<file path="src/oscc_pkg.sv">
// Package: register map, fields, timing constants for oscillator control
package oscc_pkg;
   localparam logic [7:0] ADDR_ILF_CTRL = 8'h18;
   localparam logic [7:0] ADDR_LFX_CTRL = 8'h1c;
   localparam logic [7:0] ADDR_HFX_CTRL = 8'h20;
   localparam logic [7:0] ADDR_STATUS = 8'h24;
   localparam logic [7:0] ADDR_UNLOCK = 8'h28;
   localparam logic [7:0] UNLOCK_KEY = 8'hd8;
   localparam int UNLOCK_WINDOW = 4;
   localparam logic [7:0] RESET_CTRL = 8'h00;
   localparam int BIT_RUN_STDBY = 7;
   localparam int BIT_SUT_HI = 5;
   localparam int BIT_SUT_LO = 4;
   localparam int BIT_LF_SEL = 2;
   localparam int BIT_LF_LP = 1;
   localparam int BIT_HF_SEL = 1;
   localparam int BIT_ENABLE = 0;
   localparam logic [7:0] LFX_WMASK = 8'hb7;
   localparam logic [7:0] HFX_WMASK = 8'hb3;
   localparam logic [7:0] ILF_WMASK = 8'h80;
   localparam logic [7:0] LFX_LOCK_MASK = 8'h34;
   localparam logic [7:0] HFX_LOCK_MASK = 8'h32;
   localparam int ILF_DELIVER = 4;
   localparam int LFX_DELIVER = 3;
   localparam int HFX_DELIVER = 2;
   localparam int EXT_CLK_SETTLE = 4;
   typedef enum logic [3:0] {
      OSCC_OFF = 4'b0001,
      OSCC_START = 4'b0010,
      OSCC_STABLE = 4'b0100,
      OSCC_IDLE = 4'b1000
   } oscc_state_t;
   // Sleep modes as seen by the oscillators
   localparam logic [1:0] MODE_ACTIVE = 2'h0;
   localparam logic [1:0] MODE_IDLE = 2'h1;
   localparam logic [1:0] MODE_STANDBY = 2'h2;
   localparam logic [1:0] MODE_PDOWN = 2'h3;
   // Start-up counts per code
   function automatic logic [16:0] oscc_lf_sut(input logic [1:0] c);
      case (c)
         2'h0: return 17'h00400;
         2'h1: return 17'h04000;
         2'h2: return 17'h08000;
         default: return 17'h10000;
      endcase
   endfunction : oscc_lf_sut
   function automatic logic [16:0] oscc_hf_sut(input logic [1:0] c);
      case (c)
         2'h0: return 17'h00100;
         2'h1: return 17'h00400;
         default: return 17'h01000;
      endcase
   endfunction : oscc_hf_sut
endpackage : oscc_pkg

</file>
<file path="src/oscc_osc_if.sv">
// Interface: control and status between register bank and oscillator cores
`timescale 1ns/1ps
interface oscc_osc_if;
   logic enable;
   logic run_always;
   logic request;
   logic ext_clk;
   logic [16:0] sut_cycles;
   logic [2:0] deliver_cycles;
   logic running;
   logic stable;
   logic ready;
   modport ctrl (output enable, run_always, request, ext_clk, sut_cycles,
      deliver_cycles, input running, stable, ready);
   modport core (input enable, run_always, request, ext_clk, sut_cycles,
      deliver_cycles, output running, stable, ready);
endinterface : oscc_osc_if

</file>
<file path="src/oscc_regs.sv">
// Top: oscillator control register bank on APB with three oscillator cores
//
// Summary of operation
// - Internal osc runs on request when cleared
// - Standby set: internal osc always; deliver after 4
// - Crystal standby bit matters only when enabled
// - Crystal standby clear: request only, active/idle
// - Crystal standby set: all modes, deliver within 3
// - Crystal startup codes 1k/16k/32k/64k cycles
// - Crystal startup and source locked while on
// - Crystal source: crystal or external clock
// - Bit 1 selects crystal low-power mode
// - Enable bit runs crystal, takes pins
// - HF standby: request only, or up to standby
// - HF delivers two cycles after request
// - HF startup codes 256/1K/4K, 3 reserved
// - HF startup and source locked while on
// - HF source: crystal or external clock
// - HF enable runs oscillator, takes pins
// - Crystal status shows stable or clock running
// - HF status shows stable or clock running
`timescale 1ns/1ps
module oscc_regs #(
   parameter int UNLOCK_CYCLES = oscc_pkg::UNLOCK_WINDOW
) (
   input wire logic pclk,
   input wire logic presetn,
   input wire logic psel,
   input wire logic penable,
   input wire logic pwrite,
   input wire logic [7:0] paddr,
   input wire logic [31:0] pwdata,
   output logic [31:0] prdata,
   output logic pready,
   output logic pslverr,
   input wire logic [1:0] sleep_mode,
   input wire logic ilf_request,
   input wire logic lfx_request,
   input wire logic hfx_request,
   input wire logic ilf_tick,
   input wire logic lfx_tick,
   input wire logic hfx_tick,
   output logic ilf_ready,
   output logic lfx_ready,
   output logic hfx_ready,
   output logic low_freq_crystal_status,
   output logic high_freq_external_status,
   output logic lfx_pins_owned,
   output logic lfx_ext_clock,
   output logic low_power_crystal_mode,
   output logic hfx_pins_owned,
   output logic hfx_ext_clock
);
   // The window counter is eight bits wide
   if (UNLOCK_CYCLES < 1 || UNLOCK_CYCLES > 255) begin : g_bad_unlock
      $error("UNLOCK_CYCLES out of range");
   end

   logic [7:0] internal_low_freq_osc_control;
   logic [7:0] low_freq_crystal_osc_control;
   logic [7:0] high_freq_external_osc_control;
   logic [7:0] unlock_cnt;
   logic access;
   logic wr;
   logic unlocked;
   logic lfx_locked;
   logic hfx_locked;
   logic lfx_run_always;
   logic hfx_run_always;
   logic [7:0] wbyte;

   oscc_osc_if ilf_if ();
   oscc_osc_if lfx_if ();
   oscc_osc_if hfx_if ();

   assign access = psel && penable;
   // Writes land once, at the edge that completes the transfer
   assign wr = access && pready && pwrite;
   assign wbyte = pwdata[7:0];
   assign unlocked = (unlock_cnt != 8'h00);

   // ---------------------------------------------------------------
   // Protection unlock
   // ---------------------------------------------------------------
   // Key opens a short window; any protected write consumes it
   always_ff @(posedge pclk or negedge presetn) begin
      if (!presetn) begin
         unlock_cnt <= 8'h00;
      end else if (wr && paddr == oscc_pkg::ADDR_UNLOCK &&
                   wbyte == oscc_pkg::UNLOCK_KEY) begin
         unlock_cnt <= 8'(UNLOCK_CYCLES);
      end else if (wr && (paddr == oscc_pkg::ADDR_ILF_CTRL ||
                   paddr == oscc_pkg::ADDR_LFX_CTRL ||
                   paddr == oscc_pkg::ADDR_HFX_CTRL)) begin
         unlock_cnt <= 8'h00;
      end else if (unlocked) begin
         unlock_cnt <= unlock_cnt - 8'h01;
      end
   end

   // ---------------------------------------------------------------
   // Control registers
   // ---------------------------------------------------------------
   assign lfx_locked = low_freq_crystal_osc_control[oscc_pkg::BIT_ENABLE]
      || lfx_if.stable;
   assign hfx_locked = high_freq_external_osc_control[oscc_pkg::BIT_ENABLE]
      || hfx_if.stable;

   always_ff @(posedge pclk or negedge presetn) begin
      if (!presetn) begin
         internal_low_freq_osc_control <= oscc_pkg::RESET_CTRL;
      end else if (wr && unlocked &&
                   paddr == oscc_pkg::ADDR_ILF_CTRL) begin
         internal_low_freq_osc_control <= wbyte & oscc_pkg::ILF_WMASK;
      end
   end

   // Locked fields keep their old value; the rest still accept writes
   always_ff @(posedge pclk or negedge presetn) begin
      if (!presetn) begin
         low_freq_crystal_osc_control <= oscc_pkg::RESET_CTRL;
      end else if (wr && unlocked && paddr == oscc_pkg::ADDR_LFX_CTRL) begin
         if (lfx_locked) begin
            low_freq_crystal_osc_control <=
               (low_freq_crystal_osc_control & oscc_pkg::LFX_LOCK_MASK) |
               (wbyte & oscc_pkg::LFX_WMASK &
                ~oscc_pkg::LFX_LOCK_MASK);
         end else begin
            low_freq_crystal_osc_control <=
               wbyte & oscc_pkg::LFX_WMASK;
         end
      end
   end

   always_ff @(posedge pclk or negedge presetn) begin
      if (!presetn) begin
         high_freq_external_osc_control <= oscc_pkg::RESET_CTRL;
      end else if (wr && unlocked && paddr == oscc_pkg::ADDR_HFX_CTRL) begin
         if (hfx_locked) begin
            high_freq_external_osc_control <=
               (high_freq_external_osc_control & oscc_pkg::HFX_LOCK_MASK) |
               (wbyte & oscc_pkg::HFX_WMASK &
                ~oscc_pkg::HFX_LOCK_MASK);
         end else begin
            high_freq_external_osc_control <=
               wbyte & oscc_pkg::HFX_WMASK;
         end
      end
   end

   // ---------------------------------------------------------------
   // Oscillator steering
   // ---------------------------------------------------------------
   // Internal osc has no enable bit: it is always available on request
   assign ilf_if.enable = 1'b1;
   assign ilf_if.run_always =
      internal_low_freq_osc_control[oscc_pkg::BIT_RUN_STDBY];
   assign ilf_if.request = ilf_request;
   assign ilf_if.ext_clk = 1'b0;
   assign ilf_if.sut_cycles = 17'h00001;
   assign ilf_if.deliver_cycles = 3'(oscc_pkg::ILF_DELIVER);

   // Without standby bit only active and idle modes honour requests
   assign lfx_run_always =
      low_freq_crystal_osc_control[oscc_pkg::BIT_RUN_STDBY];
   assign lfx_if.enable =
      low_freq_crystal_osc_control[oscc_pkg::BIT_ENABLE];
   assign lfx_if.run_always = lfx_run_always;
   assign lfx_if.request = lfx_request && (lfx_run_always ||
      sleep_mode == oscc_pkg::MODE_ACTIVE ||
      sleep_mode == oscc_pkg::MODE_IDLE);
   assign lfx_if.ext_clk =
      low_freq_crystal_osc_control[oscc_pkg::BIT_LF_SEL];
   // External clock needs only a short settle, crystal the coded wait
   assign lfx_if.sut_cycles = lfx_if.ext_clk ?
      17'(oscc_pkg::EXT_CLK_SETTLE) :
      oscc_pkg::oscc_lf_sut(low_freq_crystal_osc_control[
         oscc_pkg::BIT_SUT_HI:oscc_pkg::BIT_SUT_LO]);
   assign lfx_if.deliver_cycles = 3'(oscc_pkg::LFX_DELIVER);

   // Standby bit never keeps it running in power-down
   assign hfx_run_always =
      high_freq_external_osc_control[oscc_pkg::BIT_RUN_STDBY] &&
      sleep_mode != oscc_pkg::MODE_PDOWN;
   assign hfx_if.enable =
      high_freq_external_osc_control[oscc_pkg::BIT_ENABLE];
   assign hfx_if.run_always = hfx_run_always;
   assign hfx_if.request = hfx_request;
   assign hfx_if.ext_clk =
      high_freq_external_osc_control[oscc_pkg::BIT_HF_SEL];
   // Reserved code 3 falls back to the longest wait
   assign hfx_if.sut_cycles = hfx_if.ext_clk ?
      17'(oscc_pkg::EXT_CLK_SETTLE) :
      oscc_pkg::oscc_hf_sut(high_freq_external_osc_control[
         oscc_pkg::BIT_SUT_HI:oscc_pkg::BIT_SUT_LO]);
   assign hfx_if.deliver_cycles = 3'(oscc_pkg::HFX_DELIVER);

   oscc_osc_core u_ilf (
      .pclk(pclk),
      .presetn(presetn),
      .osc_tick(ilf_tick),
      .osc(ilf_if.core)
   );
   oscc_osc_core u_lfx (
      .pclk(pclk),
      .presetn(presetn),
      .osc_tick(lfx_tick),
      .osc(lfx_if.core)
   );
   oscc_osc_core u_hfx (
      .pclk(pclk),
      .presetn(presetn),
      .osc_tick(hfx_tick),
      .osc(hfx_if.core)
   );

   // ---------------------------------------------------------------
   // Registered outputs
   // ---------------------------------------------------------------
   always_ff @(posedge pclk or negedge presetn) begin
      if (!presetn) begin
         ilf_ready <= 1'b0;
         lfx_ready <= 1'b0;
         hfx_ready <= 1'b0;
      end else begin
         ilf_ready <= ilf_if.ready;
         lfx_ready <= lfx_if.ready;
         hfx_ready <= hfx_if.ready;
      end
   end

   always_ff @(posedge pclk or negedge presetn) begin
      if (!presetn) begin
         low_freq_crystal_status <= 1'b0;
         high_freq_external_status <= 1'b0;
      end else begin
         low_freq_crystal_status <= lfx_if.stable;
         high_freq_external_status <= hfx_if.stable;
      end
   end

   always_ff @(posedge pclk or negedge presetn) begin
      if (!presetn) begin
         lfx_pins_owned <= 1'b0;
         lfx_ext_clock <= 1'b0;
         low_power_crystal_mode <= 1'b0;
         hfx_pins_owned <= 1'b0;
         hfx_ext_clock <= 1'b0;
      end else begin
         lfx_pins_owned <= lfx_if.enable;
         lfx_ext_clock <= lfx_if.ext_clk;
         low_power_crystal_mode <=
            low_freq_crystal_osc_control[oscc_pkg::BIT_LF_LP];
         hfx_pins_owned <= hfx_if.enable;
         hfx_ext_clock <= hfx_if.ext_clk;
      end
   end

   // ---------------------------------------------------------------
   // APB read path
   // ---------------------------------------------------------------
   // One wait state: answer on the edge after the access phase starts
   always_ff @(posedge pclk or negedge presetn) begin
      if (!presetn) begin
         pready <= 1'b0;
         pslverr <= 1'b0;
         prdata <= 32'h00000000;
      end else if (access && !pready) begin
         pready <= 1'b1;
         pslverr <= 1'b0;
         case (paddr)
            oscc_pkg::ADDR_ILF_CTRL:
               prdata <= {24'h000000, internal_low_freq_osc_control};
            oscc_pkg::ADDR_LFX_CTRL:
               prdata <= {24'h000000, low_freq_crystal_osc_control};
            oscc_pkg::ADDR_HFX_CTRL:
               prdata <= {24'h000000, high_freq_external_osc_control};
            oscc_pkg::ADDR_STATUS:
               prdata <= {28'h0000000, hfx_if.stable, lfx_if.stable,
                  ilf_if.stable, unlocked};
            oscc_pkg::ADDR_UNLOCK:
               prdata <= 32'h00000000;
            default: begin
               prdata <= 32'h00000000;
               pslverr <= 1'b1;
            end
         endcase
      end else begin
         pready <= 1'b0;
         pslverr <= 1'b0;
      end
   end
endmodule : oscc_regs

</file>
<file path="src/oscc_osc_core.sv">
// Oscillator sequencer: start-up count, stability, delivery on request
`timescale 1ns/1ps
module oscc_osc_core (
   input wire logic pclk,
   input wire logic presetn,
   input wire logic osc_tick,
   oscc_osc_if.core osc
);
   oscc_pkg::oscc_state_t state;
   logic [16:0] count;
   logic [2:0] dcount;
   logic want;
   assign want = osc.enable && (osc.run_always || osc.request);
   assign osc.running = (state == oscc_pkg::OSCC_START) ||
      (state == oscc_pkg::OSCC_STABLE);
   assign osc.stable = (state == oscc_pkg::OSCC_STABLE);
   // ---------------------------------------------------------------
   // Sequencer
   // ---------------------------------------------------------------
   // Stable state survives loss of request only while kept running
   always_ff @(posedge pclk or negedge presetn) begin
      if (!presetn) begin
         state <= oscc_pkg::OSCC_OFF;
         count <= 17'h00000;
      end else begin
         case (state)
            oscc_pkg::OSCC_OFF: begin
               if (want) begin
                  state <= oscc_pkg::OSCC_START;
                  count <= 17'h00000;
               end
            end
            oscc_pkg::OSCC_START: begin
               if (!want) begin
                  state <= oscc_pkg::OSCC_OFF;
               end else if (osc_tick) begin
                  count <= count + 17'h00001;
                  if (count + 17'h00001 >= osc.sut_cycles) begin
                     state <= oscc_pkg::OSCC_STABLE;
                  end
               end
            end
            oscc_pkg::OSCC_STABLE: begin
               if (!want) begin
                  state <= oscc_pkg::OSCC_OFF;
               end
            end
            default: state <= oscc_pkg::OSCC_OFF;
         endcase
      end
   end
   // ---------------------------------------------------------------
   // Delivery to requester
   // ---------------------------------------------------------------
   always_ff @(posedge pclk or negedge presetn) begin
      if (!presetn) begin
         dcount <= 3'h0;
         osc.ready <= 1'b0;
      end else if (!osc.request || state != oscc_pkg::OSCC_STABLE) begin
         dcount <= 3'h0;
         osc.ready <= 1'b0;
      end else if (osc_tick && !osc.ready) begin
         dcount <= dcount + 3'h1;
         osc.ready <= (dcount + 3'h1 >= osc.deliver_cycles);
      end
   end
endmodule : oscc_osc_core

</file>
<file path="config.mk">
export PLATFORM = sky130hd
export DESIGN_NAME = oscc_regs
export DESIGN_NICKNAME = d
export VERILOG_FILES = /design/src/oscc_pkg.sv /design/src/oscc_osc_if.sv /design/src/oscc_regs.sv /design/src/oscc_osc_core.sv
export SDC_FILE = /design/constraint.sdc
export NUM_CORES = 1
export LEC_CHECK = 0
export ABC_CLOCK_PERIOD_IN_PS = 2700
export BUFFER_PORTS_ARGS = -buffer_cell sky130_fd_sc_hd__buf_2
export CELL_PAD_IN_SITES_DETAIL_PLACEMENT = 1
export CELL_PAD_IN_SITES_GLOBAL_PLACEMENT = 1
export CORE_MARGIN = 4
export CORE_UTILIZATION = 41
export CTS_BUF_LIST = sky130_fd_sc_hd__clkbuf_16
export CTS_CLUSTER_SIZE = 8
export DETAILED_ROUTE_END_ITERATION = 8
export PLACE_DENSITY = 0.81
export SYNTH_ARGS = -nofsm -noshare
export SYNTH_HDL_FRONTEND = slang
export SYNTH_HIERARCHICAL = 1
export SYNTH_SLANG_ARGS = --single-unit
</file>
<file path="constraint.sdc">
create_clock -name pclk -period 2.7 [get_ports pclk]
set_input_delay 0.27 -clock pclk [delete_from_list [all_inputs] [get_ports pclk]]
set_output_delay 0.27 -clock pclk [all_outputs]
set_load 0.02 [all_outputs]
</file>
==> impl_summary.md, run 1 <==
Final layout
The area added between synthesis and finish is 22.3%. The most frequent standard cell in the layout excluding fill and tap cells is sky130_fd_sc_hd__dfrtp_1. The post-route cell area is 9520 µm². The non-filler instance count after layout is 1270. The net total in the final layout is 1152. The final cell utilization of the core is 0.509. The count of antenna diodes in the layout is 0. The storage element area is 2780 µm². The fraction of layout cells with a size suffix above 1 is 0.220.

The number of fill cells in the layout is 2206. The multi-input combinational cells in the finished layout cover a total of 5010 µm². The top cell types in the final layout, fill and taps aside, are sky130_fd_sc_hd__dfrtp_1 (107), sky130_fd_sc_hd__nand2_1 (86), sky130_fd_sc_hd__buf_4 (84), sky130_fd_sc_hd__conb_1 (78), sky130_fd_sc_hd__inv_1 (68).

Global route
The overall routing resource usage is 0.200. The number of antenna violations at the first check in global routing came to 0. The via count of the first global-routing pass is 7251.

The first global-routing pass estimated 35300 µm of wire. After global routing the overflow that remains totals 0. Entering global routing, the biggest net connects 53 pins.

Floorplan
The area of the core is 18700 µm². For this configuration, the core starts out at a cell density of 0.416. The total die area is 21200 µm². In this run the core area contains 50 standard-cell rows.

The floorplan die height is 146 µm. The number of placed I/O pins is 97. In this run the horizontal extent of the chip is 146 µm.

Power and ir drop
The worst-case IR drop observed on VDD is 0.217 mV. For this design the static power due to leakage is 4.65 nW. Of the total power, the clock network draws 0.369. The internal power of the cells totals 2.52 mW. The power share of the combinational group is 0.121. Of the total power, the share spent switching nets is 0.283.

Of the total power, registers draw 0.509. The net switching power figure is 0.993 mW. The total power draw is 3.51 mW. Dividing total power by cell area gives a power density of 369 nW/µm².

CTS
The clock passes through at most 2 buffers. CTS built an H-tree with a depth of 3. The clock buffer count from CTS is 9. Clock latency on the worst-skew pair, taken at its later pin, is 360 ps.

The root cell of the clock tree is sky130_fd_sc_hd__clkbuf_16. The CTS sink count is 111. After clock tree synthesis, the clock-pin slew on the worst setup and hold paths is 80 ps. The TritonCTS clock tree is yes.

Logic synthesis
The synthesized netlist occupies a cell area of 7780 µm². In this run the mean area of a mapped cell was 9.14 µm². Counting every instance in the synthesized netlist gives 851. The synthesis warning total is 6.

Worst setup path
The cell family contributing the most delay on the critical path is simple AND/OR/NAND/NOR gates. The endpoint arrival time on the critical path is 2950 ps. The worst setup path is launched from a register. The kind of capture point of the worst setup path is a register. Of all nets on the critical path, the largest fanout is 6. The startpoint-to-endpoint class of the critical path is reg2reg. At the worst endpoint, the required time is 2960 ps. The largest incremental delay on the critical path is 430 ps. Traced cell by cell, the critical path runs through nand4_4 -> nor2_4 -> xor2_2 -> ha_1 -> o21ai_0 -> o22ai_1 -> nor4_1 -> buf_4 -> o311ai_2 -> a32o_1. The cell at the slowest stage of the critical path is sky130_fd_sc_hd__dfrtp_1.

The number of buffers and inverters on the critical path is 1. The slack of the worst reg-to-reg path is 6 ps.

Place
The minimum setup slack after placement is -186 ps. Input and output buffers added on the ports amount to 47. Detailed placement ended at an HPWL of 15800 µm. The placed cell area is 8860 µm².

The weighted congestion at the end of routability-driven global placement is 0.814. Including well taps, the total number of placed cells is 1236.

STA
Setup repair after global routing could not meet its margin everywhere. For the pin with the worst max-slew slack, the measured transition is 741 ps. Setup violations remaining at the end of the flow were counted as 0.

The clock arrives with 9.56 ps of skew. The clock period minus final worst setup slack is 2690 ps. Hold timing on the final database bottoms out at a slack of 191 ps. The final number of hold-violating endpoints came to 0. The final max-slew violation count is 0. The final setup TNS is 0 ps. Of the available clock period, the critical path in the final layout requires 0.998. In this run the tightest slew margin relative to its limit is 0.505. The achievable clock frequency is 0.371 GHz. The worst setup slack after layout is 5.83 ps.

Route
Using the TritonRoute via totals, the vias-per-cell ratio works out to 5.46. In this run the remaining antenna-violating nets after routing total 0. The number of remaining DRC errors is 0. The pre-antenna-repair detailed-routing pass consisted of 5 iterations. The aggregate routed wire length is 22300 µm. In this run, the number of DRC markers left after iteration 0 of detailed routing was 397.

The final routed wire length divided by cell count is 17.6 µm. For this block, the via count after detailed routing is 6930.

Status
The flow ran to the end, and the final reports show no timing, DRC or antenna violations.

Flow run
The number of max-capacitance violations reported is 0.

Worst hold path
The worst hold-check path type is in2reg.
==> routing by layer <==
| metal | share of wire | vias up | track usage |
|---|---|---|---|
| met5 | 0 | - | 0 |
| met4 | 0.019 | 0 | 0.0613 |
| met3 | 0.026 | 30 | 0.0227 |
| met2 | 0.52 | 124 | 0.363 |
| met1 | 0.44 | 3477 | 0.250 |
| li1 | - | 3299 | - |
==> state kept, by name, indices dropped and copies added (netlist names), 3 cells and up <==
| name | cells |
|---|---|
| high_freq_external_osc_control | 5 |
| low_freq_crystal_osc_control | 6 |
| prdata | 7 |
| u_hfx/count | 17 |
| u_hfx/dcount | 3 |
| u_hfx/state | 3 |
| u_ilf/count | 17 |
| u_ilf/dcount | 3 |
| u_ilf/state | 3 |
| u_lfx/count | 17 |
| u_lfx/dcount | 3 |
| u_lfx/state | 3 |
| unlock_cnt | 8 |
==> worst paths after layout <==
kind	from	endpoint	depth (start not counted)
worst max-delay path	u_lfx/count[3]$_DFFE_PN0P_	u_lfx/state[2]$_DFFE_PN0P_	10
worst max register to register	u_lfx/count[3]$_DFFE_PN0P_	u_lfx/state[2]$_DFFE_PN0P_	10
max in group asynchronous	presetn	u_lfx/state[0]$_DFFE_PN1P_	3
worst min register to register	u_ilf/osc.ready$_DFFE_PN0P_	ilf_ready$_DFF_PN0_	0
min in group asynchronous	presetn	u_ilf/count[11]$_DFFE_PN0P_	2
worst min-delay path	pwdata[0]	low_freq_crystal_osc_control[0]$_DFFE_PN0P_	2
==> power groups by stage <==
stage | clock network [mW] | logic, mW | registers, mW
finish | 1.30 | 0.426 | 1.79
global route | 1.40 | 0.485 | 1.80
CTS | 1.33 | 0.416 | 1.79
detailed placement | 0 | 0.413 | 1.82
global placement | 0 | 0.386 | 1.82
floorplan | 0 | 0.288 | 1.81
==> area by class of cell <==
type	instances	share of cell area
timing repair buffer	133	0.0948
multi-input combinational	708	0.526
inverter	68	0.0268
sequential	111	0.292
clock buffer	9	0.0237
tap	234	0.0308
clock inverter	7	0.00552
==> repair_timing <==
action                                 in CTS  in global routing
hold buffers                                1                  0
setup endpoints to repair                   5                  6
endpoints found under the hold margin      27                  0
pin swaps                                   7                 34
setup buffers                               3                 14
resized for setup                           7                 41
gates cloned                                0                  0
Power figures use the tool's default switching activity.
==> run 2: changes to the inputs <==
CORE_UTILIZATION = 40   (was 41)
SYNTH_HIERARCHICAL = default   (was 1)
==> run 2 against run 1 <==
  * Count of clock-buffer cells in the layout unchanged
  * Synthesized cell count fell by 13%
  * Clock skew increased by 1.9 ps
  * Sequential cell count decreased by 1
  * Via count fell by 15%
  * Core utilization fell by 2.8 points
  * Largest cell class unchanged
  * Critical path type unchanged
==> impl_summary.md, run 2 <==
Floorplan
The area of the core came to 16100 µm² (was 18700 µm²). The floorplan die height came to 137 µm (was 146 µm). The number of placed I/O pins was 97 (unchanged). The starting density of the core is 0.413 (was 0.416).

The x dimension of the die is 137 µm (was 146 µm). The total die area is 18700 µm² (was 21200 µm²). The cell row count is 46 (was 50).

Flow run
The number of max-capacitance violations reported was 0 (unchanged).

CTS
The maximum count of clock buffers along a single path is 2 (unchanged). The later-pin clock latency in the skew report came to 360 ps (about the same). The TritonCTS clock tree is yes (unchanged). The number of levels the H-tree was split into is 3 (unchanged).

The root cell of the clock tree was sky130_fd_sc_hd__clkbuf_16 (unchanged). The clock buffer count from CTS is 9 (unchanged). The CTS sink count was 110 (was 111). The clock-pin slew on the worst setup and hold paths is 80 ps (about the same).

Global route
The via count of the first global-routing pass is 6134 (was 7251). The number of antenna violations at the first check in global routing is 0 (unchanged). The global-route wire length before repair is 31000 µm (was 35300 µm).

The overall routing resource usage came to 0.205 (was 0.200). The pin count of the biggest net entering global routing is 51 (was 53). The leftover overflow at the end of global routing was 0 (unchanged).

STA
Unrepaired setup endpoints after global routing: yes (unchanged). The final max-slew violation count is 0 (unchanged). The headroom to the max-slew limit was 0.490 (was 0.505). The final setup TNS is 0 ps (unchanged). The worst-case clock skew is 11.5 ps (was 9.56 ps). The achievable clock frequency came to 0.373 GHz (was 0.371 GHz). The actual slew at the worst max-slew pin is 764 ps (was 741 ps). The number of setup violations in the final report came to 0 (unchanged).

The clock period minus final worst setup slack was 2680 ps (was 2690 ps). The worst setup slack after layout came to 21.3 ps (was 5.83 ps). The final number of hold-violating endpoints is 0 (unchanged). The post-route clock period utilization is 0.992 (was 0.998). The hold slack is 191 ps (about the same).

Place
The weighted congestion at the end of routability-driven global placement is 0.860 (was 0.814). The half-perimeter wire length of the detailed placement result is 13800 µm (was 15800 µm). The minimum setup slack after placement is -165 ps (was -186 ps). The number of I/O port buffers is 47 (unchanged).

Final layout
Leading registers by flop count: u_hfx.count x17, u_ilf.count x17, u_lfx.count x17 (was u_hfx/count x17, u_ilf/count x17, u_lfx/count x17). The count of antenna diodes in the layout was 0 (unchanged). Highest-count cells in the layout ignoring fill and taps: sky130_fd_sc_hd__dfrtp_1 (104), sky130_fd_sc_hd__o21ai_0 (80), sky130_fd_sc_hd__nand2_1 (75), sky130_fd_sc_hd__nor2_1 (71), sky130_fd_sc_hd__buf_4 (49) (was sky130_fd_sc_hd__dfrtp_1 (107), sky130_fd_sc_hd__nand2_1 (86), sky130_fd_sc_hd__buf_4 (84), sky130_fd_sc_hd__conb_1 (78), sky130_fd_sc_hd__inv_1 (68)). The area added between synthesis and finish was 16.4% (was 22.3%). The most frequent standard cell in the layout excluding fill and tap cells is sky130_fd_sc_hd__dfrtp_1 (unchanged).

The net total in the final layout is 891 (was 1152). The fraction of layout cells with a size suffix above 1 is 0.207 (was 0.220).

Logic synthesis
For this run, the register share of the synthesized area comes to 0.416. The most frequent cell after synthesis is sky130_fd_sc_hd__dfrtp_1. The biggest area contributor in the post-synthesis netlist is sky130_fd_sc_hd__dfrtp_1.

The top-area cell type share of the netlist area is 0.404. The register bit count reported by yosys is 110. The post-synthesis instance area is 6630 µm² (was 7780 µm²). The synthesis warning total is 0 (was 6).

The number of enable-type register cells in the synthesized netlist is 0. The mean area per synthesized cell is 9.00 µm² (was 9.14 µm²). The number of instances in the synthesized netlist is 737 (was 851).

Yosys mapped the design onto 73 distinct sky130hd cell types. By count the netlist is led by sky130_fd_sc_hd__dfrtp_1 (107), sky130_fd_sc_hd__o21ai_0 (81), sky130_fd_sc_hd__nand2_1 (77), sky130_fd_sc_hd__nor2_1 (72), sky130_fd_sc_hd__nand3_1 (34). Counting flops with an async set or reset pin after synthesis yields a share of 1.00. Sorting the synthesized cells by area gives the leading types as sky130_fd_sc_hd__dfrtp_1 (40%), sky130_fd_sc_hd__o21ai_0 (6.1%), sky130_fd_sc_hd__nand2_1 (4.4%). In the synthesized netlist the dominant register cell turns out to be sky130_fd_sc_hd__dfrtp_1.

Power and ir drop
The standby leakage power was 3.47 nW (was 4.65 nW). The total power per unit cell area is 445 nW/µm² (was 369 nW/µm²). The peak supply drop is 0.317 mV (was 0.217 mV).

Worst setup path
The reg-to-reg startpoint is u_lfx.count[5]$_DFFE_PN0P_ (was u_lfx/count[3]$_DFFE_PN0P_). The startpoint-to-endpoint class of the critical path is reg2reg (unchanged). The endpoint arrival time on the critical path came to 2930 ps (was 2950 ps). The number of cells traversed by the worst register-to-register path is 11 (was 10). The required arrival time at the worst endpoint is 2950 ps (was 2960 ps). The maximum fanout along the worst path is 3 (was 6). The kind of start point of the critical path is a register (unchanged). The start point of the critical path is u_lfx.count[5]$_DFFE_PN0P_ (was u_lfx/count[3]$_DFFE_PN0P_).

The kind of capture point of the worst setup path is a register (unchanged). The endpoint of the worst register-to-register path was u_lfx.state[1]$_DFFE_PN0P_ (was u_lfx/state[2]$_DFFE_PN0P_). The last element of the critical path is u_lfx.state[1]$_DFFE_PN0P_ (was u_lfx/state[2]$_DFFE_PN0P_). The slack of the worst reg-to-reg path came to 20 ps (was 6 ps).

Route
The count of routing violations after the opening detailed-route iteration was 348 (was 397). The number of nets with antenna violations after detailed routing is 0 (unchanged). The final routed wire length divided by cell count is 17.8 µm (was 17.6 µm). The total via count after detailed routing is 5861 (was 6930). The number of remaining DRC errors is 0 (unchanged). The aggregate routed wire length came to 18500 µm (was 22300 µm).

The first-pass iteration count of the detailed router is 5 (unchanged). The via count normalized by instance count was 5.65 (was 5.46).

Worst hold path
The worst hold-check path type is in2reg (unchanged).

Status
Outcome: finished clean (unchanged).
run 2: cell types whose count changed in the layout (fill, tap and decap cells not counted), sizes merged, moves of 16 or more:
cell   before  now
conb       78   25
inv        71   24
a21oi      34   18
buf       132   95
nor2       54   72
ha         68   22
xor2       30    8
run 2: layer usage:
layer  up-vias  track usage  part of all wire
li1       2755            -                 -
met1      2959        0.276              0.44
met2       119        0.350              0.50
met3        28       0.0239             0.042
met4         0       0.0582             0.018
met5         -            0                 0
run 2: worst max-delay path, cell delays in order, from the launching register on:
cell and delay [ps]:
sky130_fd_sc_hd__dfrtp_1 350, sky130_fd_sc_hd__nand4_1 170, sky130_fd_sc_hd__buf_4 190, sky130_fd_sc_hd__nor2_4 140, sky130_fd_sc_hd__nand2_2 80, sky130_fd_sc_hd__xnor2_2 160, sky130_fd_sc_hd__ha_1 320, sky130_fd_sc_hd__maj3_2 320
sky130_fd_sc_hd__o21ai_2 190, sky130_fd_sc_hd__o2111ai_4 170, sky130_fd_sc_hd__and3b_2 230, sky130_fd_sc_hd__o31a_1 270
run 2: worst min-delay path by stage:
stage | start | endpoint | slack (ps) | depth (start not counted)
after global routing | pwdata[2] | low_freq_crystal_osc_control[2]$_DFFE_PN0P_ | 200 | 2
after global placement | presetn | u_hfx.dcount[2]$_DFFE_PN0P_ | 350 | 1
after detailed placement | presetn | u_hfx.dcount[2]$_DFFE_PN0P_ | 360 | 1
final | pwdata[0] | high_freq_external_osc_control[0]$_DFFE_PN0P_ | 190 | 2
after floorplan | presetn | hfx_ext_clock$_DFF_PN0_ | -30 | 0
after CTS | pwdata[0] | high_freq_external_osc_control[0]$_DFFE_PN0P_ | 180 | 2
run 2: cells by family after synthesis:
group	Yosys count	share of synthesized area
DFF	110	0.416
other	1	0.000565
and+or+nand+nor	297	0.232
xor gates and xnor gates	38	0.0502
muxes	19	0.0317
adders and majority gates	23	0.0430
buffers and inverters	72	0.0572
AOI/OAI and AO/OA	177	0.170
run 2: cell type report:
cell class                 instances  area, µm²
clock inverter                     7       42.5
fill                            1895       8340
multi-input combinational        579       3740
clock buffer                       9        225
sequential                       110       2760
timing repair buffer              96        608
tap                              216        270
inverter                          20       75.1
run 2: report_power, final:
part           leakage (nW)  internal, mW  total (mW)  switching, mW
clock                 0.139         0.624        1.25          0.625
combinational          1.84         0.145       0.403          0.258
sequential             1.50          1.72        1.78         0.0655
run 2: timing repair:
| action | CTS | global route |
|---|---|---|
| pin swaps | 3 | 18 |
| gates resized for setup | 6 | 22 |
| buffers inserted | 1 | 6 |
| endpoints found under the setup margin | 3 | 6 |
| gates cloned | 0 | 0 |
| hold buffers | 1 | 0 |
| endpoints found under the hold margin | 45 | 0 |
run 2: through the flow:
stage	std cells	instance area, µm²	utilization	power (mW)
4_1_cts	1032	7570	0.471	3.47
6_report	1037	7720	0.481	3.44
3_3_place_gp	1014	7260	0.452	2.18
2_1_floorplan	761	6740	-	2.08
5_1_grt	1037	7720	0.481	3.60
3_5_place_dp	1014	7260	0.452	2.21
==> run 3: changes to the inputs <==
CORE_ASPECT_RATIO = 1.2   (was default)
==> run 3 against run 2 <==
  * Design area is 1.2% lower
  * Largest cell class unchanged
  * Maximum frequency hardly changed
  * Setup slack hardly changed
  * Critical path depth stayed put
  * Highest routed layer unchanged
  * Die area hardly changed
  * Clock skew is 4.7 ps lower
==> impl_summary.md, run 3 (synthesis results as in run 2) <==
Status
Outcome: finished clean (unchanged).

Route
The total via count after detailed routing is 5689 (was 5861). The count of routing violations after the opening detailed-route iteration is 361 (was 348). The aggregate routed wire length is 17600 µm (was 18500 µm). The first-pass iteration count of the detailed router came to 4 (was 5). The final routed wire length divided by cell count came to 17.1 µm (was 17.8 µm). The via count normalized by instance count is 5.54 (was 5.65).

The number of nets with antenna violations after detailed routing is 0 (unchanged). The number of remaining DRC errors is 0 (unchanged).

STA
The headroom to the max-slew limit is 0.480 (was 0.490). The number of setup violations in the final report is 0 (unchanged). The actual slew at the worst max-slew pin came to 778 ps (was 764 ps).

The worst-case clock skew is 6.77 ps (was 11.5 ps). The post-route clock period utilization came to 0.992 (about the same). The final setup TNS came to 0 ps (unchanged). The achievable clock frequency is 0.373 GHz (about the same). The final number of hold-violating endpoints is 0 (unchanged). The final max-slew violation count is 0 (unchanged). The clock period minus final worst setup slack is 2680 ps (about the same).

Unrepaired setup endpoints after global routing: yes (unchanged).

Final layout
The fraction of layout cells with a size suffix above 1 is 0.190 (was 0.207). The area added between synthesis and finish is 14.9% (was 16.4%). The net total in the final layout is 885 (was 891). Leading registers by flop count: u_hfx.count x17, u_ilf.count x17, u_lfx.count x17 (unchanged). The count of antenna diodes in the layout was 0 (unchanged). Highest-count cells in the layout ignoring fill and taps: sky130_fd_sc_hd__dfrtp_1 (106), sky130_fd_sc_hd__o21ai_0 (80), sky130_fd_sc_hd__nand2_1 (77), sky130_fd_sc_hd__nor2_1 (71), sky130_fd_sc_hd__buf_2 (46) (was sky130_fd_sc_hd__dfrtp_1 (104), sky130_fd_sc_hd__o21ai_0 (80), sky130_fd_sc_hd__nand2_1 (75), sky130_fd_sc_hd__nor2_1 (71), sky130_fd_sc_hd__buf_4 (49)). The most frequent standard cell in the layout excluding fill and tap cells was sky130_fd_sc_hd__dfrtp_1 (unchanged).

Global route
The met1 capacity usage during global routing is 0.249 (was 0.276). The highest-utilization routing layer at the global route stage is met2 (unchanged). The via count of the first global-routing pass is 6047 (was 6134). The leftover overflow at the end of global routing is 0 (unchanged). The pin count of the biggest net entering global routing was 63 (was 51). The overall routing resource usage is 0.194 (was 0.205). The met2 capacity usage during global routing is 0.338 (was 0.350). The met3 track utilization from global routing is 0.0355 (was 0.0239). The global-route wire length before repair is 29800 µm (was 31000 µm). The number of antenna violations at the first check in global routing came to 0 (unchanged).

Floorplan
The x dimension of the die is 126 µm (was 137 µm). The area of the core came to 16300 µm² (was 16100 µm²). The starting density of the core is 0.408 (was 0.413).

The floorplan die height is 149 µm (was 137 µm). The cell row count is 51 (was 46). The number of placed I/O pins came to 97 (unchanged). The total die area came to 18700 µm² (about the same).

Flow run
The number of max-capacitance violations reported is 0 (unchanged).

Worst setup path
The startpoint-to-endpoint class of the critical path is reg2reg (unchanged). The kind of capture point of the worst setup path is a register (unchanged). The endpoint of the worst register-to-register path was u_lfx.state[1]$_DFFE_PN0P_ (unchanged). The endpoint arrival time on the critical path is 2930 ps (about the same).

The slack of the worst reg-to-reg path is 20 ps (about the same). The kind of start point of the critical path is a register (unchanged). The number of cells traversed by the worst register-to-register path is 11 (unchanged).

The maximum fanout along the worst path is 3 (unchanged). The required arrival time at the worst endpoint is 2950 ps (about the same). The reg-to-reg startpoint is u_lfx.count[0]$_DFFE_PN0P_ (was u_lfx.count[5]$_DFFE_PN0P_).

Power and ir drop
The proportion of power drawn by the clock network is 0.382 (was 0.363). The total power draw is 3.53 mW (was 3.44 mW). The total power per unit cell area is 463 nW/µm² (was 445 nW/µm²). The internal power of the cells is 2.58 mW (was 2.49 mW). The share of power burned in registers is 0.506 (was 0.519). The power share of the combinational group came to 0.112 (was 0.117). The net switching power figure came to 0.946 mW (was 0.949 mW). The peak supply drop was 0.242 mV (was 0.317 mV).

The standby leakage power is 3.44 nW (was 3.47 nW). The fraction of power spent switching nets was 0.268 (was 0.276).

CTS
The clock buffer count from CTS is 9 (unchanged). The maximum count of clock buffers along a single path is 2 (unchanged). The root cell of the clock tree is sky130_fd_sc_hd__clkbuf_16 (unchanged). The CTS sink count is 110 (unchanged). The number of levels the H-tree was split into is 3 (unchanged). The clock-pin slew on the worst setup and hold paths is 70 ps (was 80 ps).

The TritonCTS clock tree is yes (unchanged). The later-pin clock latency in the skew report is 360 ps (about the same).

Worst hold path
The startpoint of the tightest hold check path is pwdata[0] (unchanged). The worst hold-check path type was in2reg (unchanged). The depth of the worst hold-timing path is 2 (unchanged). The sink of the worst hold path was high_freq_external_osc_control[0]$_DFFE_PN0P_ (unchanged).

Place
The weighted congestion at the end of routability-driven global placement is 0.807 (was 0.860). The half-perimeter wire length of the detailed placement result is 13000 µm (was 13800 µm). The number of I/O port buffers is 47 (unchanged).
-- run 3: per-stage QoR --
step,setup slack [ps],std cells,hold WS (ps),util,area (µm²)
global placement,5.78,1008,182,0.446,7250
detailed placement,-37.5,1008,187,0.446,7250
finish,21.0,1027,191,0.468,7620
CTS,19.6,1026,173,0.465,7560
global route,-102,1027,183,0.468,7620
floorplan,9.01,761,-25.6,-,6740
-- run 3: routing by layer --
layer,up-vias,part of all wire
met5,-,0
met4,0,0.016
met3,19,0.033
met2,79,0.51
met1,2848,0.44
li1,2743,-
-- run 3: layout make-up --
type                       count  area (µm²)
clock buffer                   9         225
clock inverter                 7        65.1
fill                        1938        8650
inverter                      20        75.1
multi-input combinational    579        3660
sequential                   110        2760
tap                          212         265
timing repair buffer          90         576
-- run 3: critical path: stages, from the launching register on --
cell,delay [ps]
sky130_fd_sc_hd__dfrtp_1,400
sky130_fd_sc_hd__ha_4,150
sky130_fd_sc_hd__nand4_2,120
sky130_fd_sc_hd__nor2_2,170
sky130_fd_sc_hd__nand2_1,120
sky130_fd_sc_hd__xnor2_2,160
sky130_fd_sc_hd__ha_1,290
sky130_fd_sc_hd__maj3_1,330
sky130_fd_sc_hd__o21ai_1,160
sky130_fd_sc_hd__o2111ai_2,150
sky130_fd_sc_hd__and3b_2,240
sky130_fd_sc_hd__o31a_1,260
-- run 3: power by group through the flow --
stage          Clock (mW)  Sequential [mW]  Combinational, mW
4_1_cts              1.38             1.78              0.396
3_3_place_gp            0             1.81              0.375
5_1_grt              1.46             1.79              0.444
3_5_place_dp            0             1.81              0.392
6_report             1.35             1.78              0.395
2_1_floorplan           0             1.80              0.276
-- run 3: worst max-delay path by stage --
stage	slack, ps	from	cells after the start	endpoint
2_1_floorplan	9	u_lfx.count[0]$_DFFE_PN0P_	11	u_lfx.state[1]$_DFFE_PN0P_
3_3_place_gp	6	u_lfx.count[0]$_DFFE_PN0P_	11	u_lfx.state[1]$_DFFE_PN0P_
3_5_place_dp	-40	u_lfx.count[0]$_DFFE_PN0P_	11	u_lfx.state[1]$_DFFE_PN0P_
4_1_cts	20	u_lfx.count[8]$_DFFE_PN0P_	12	u_lfx.state[1]$_DFFE_PN0P_
5_1_grt	-100	u_lfx.count[8]$_DFFE_PN0P_	11	u_lfx.state[1]$_DFFE_PN0P_
6_report	20	u_lfx.count[0]$_DFFE_PN0P_	11	u_lfx.state[1]$_DFFE_PN0P_
-- run 3: timing repair --
action,CTS,global route
gates cloned,0,0
buffers inserted,1,1
resized for setup,2,11
pin swaps,3,2
endpoints found under the setup margin,1,6
hold buffers,1,0
hold endpoints to repair,20,0
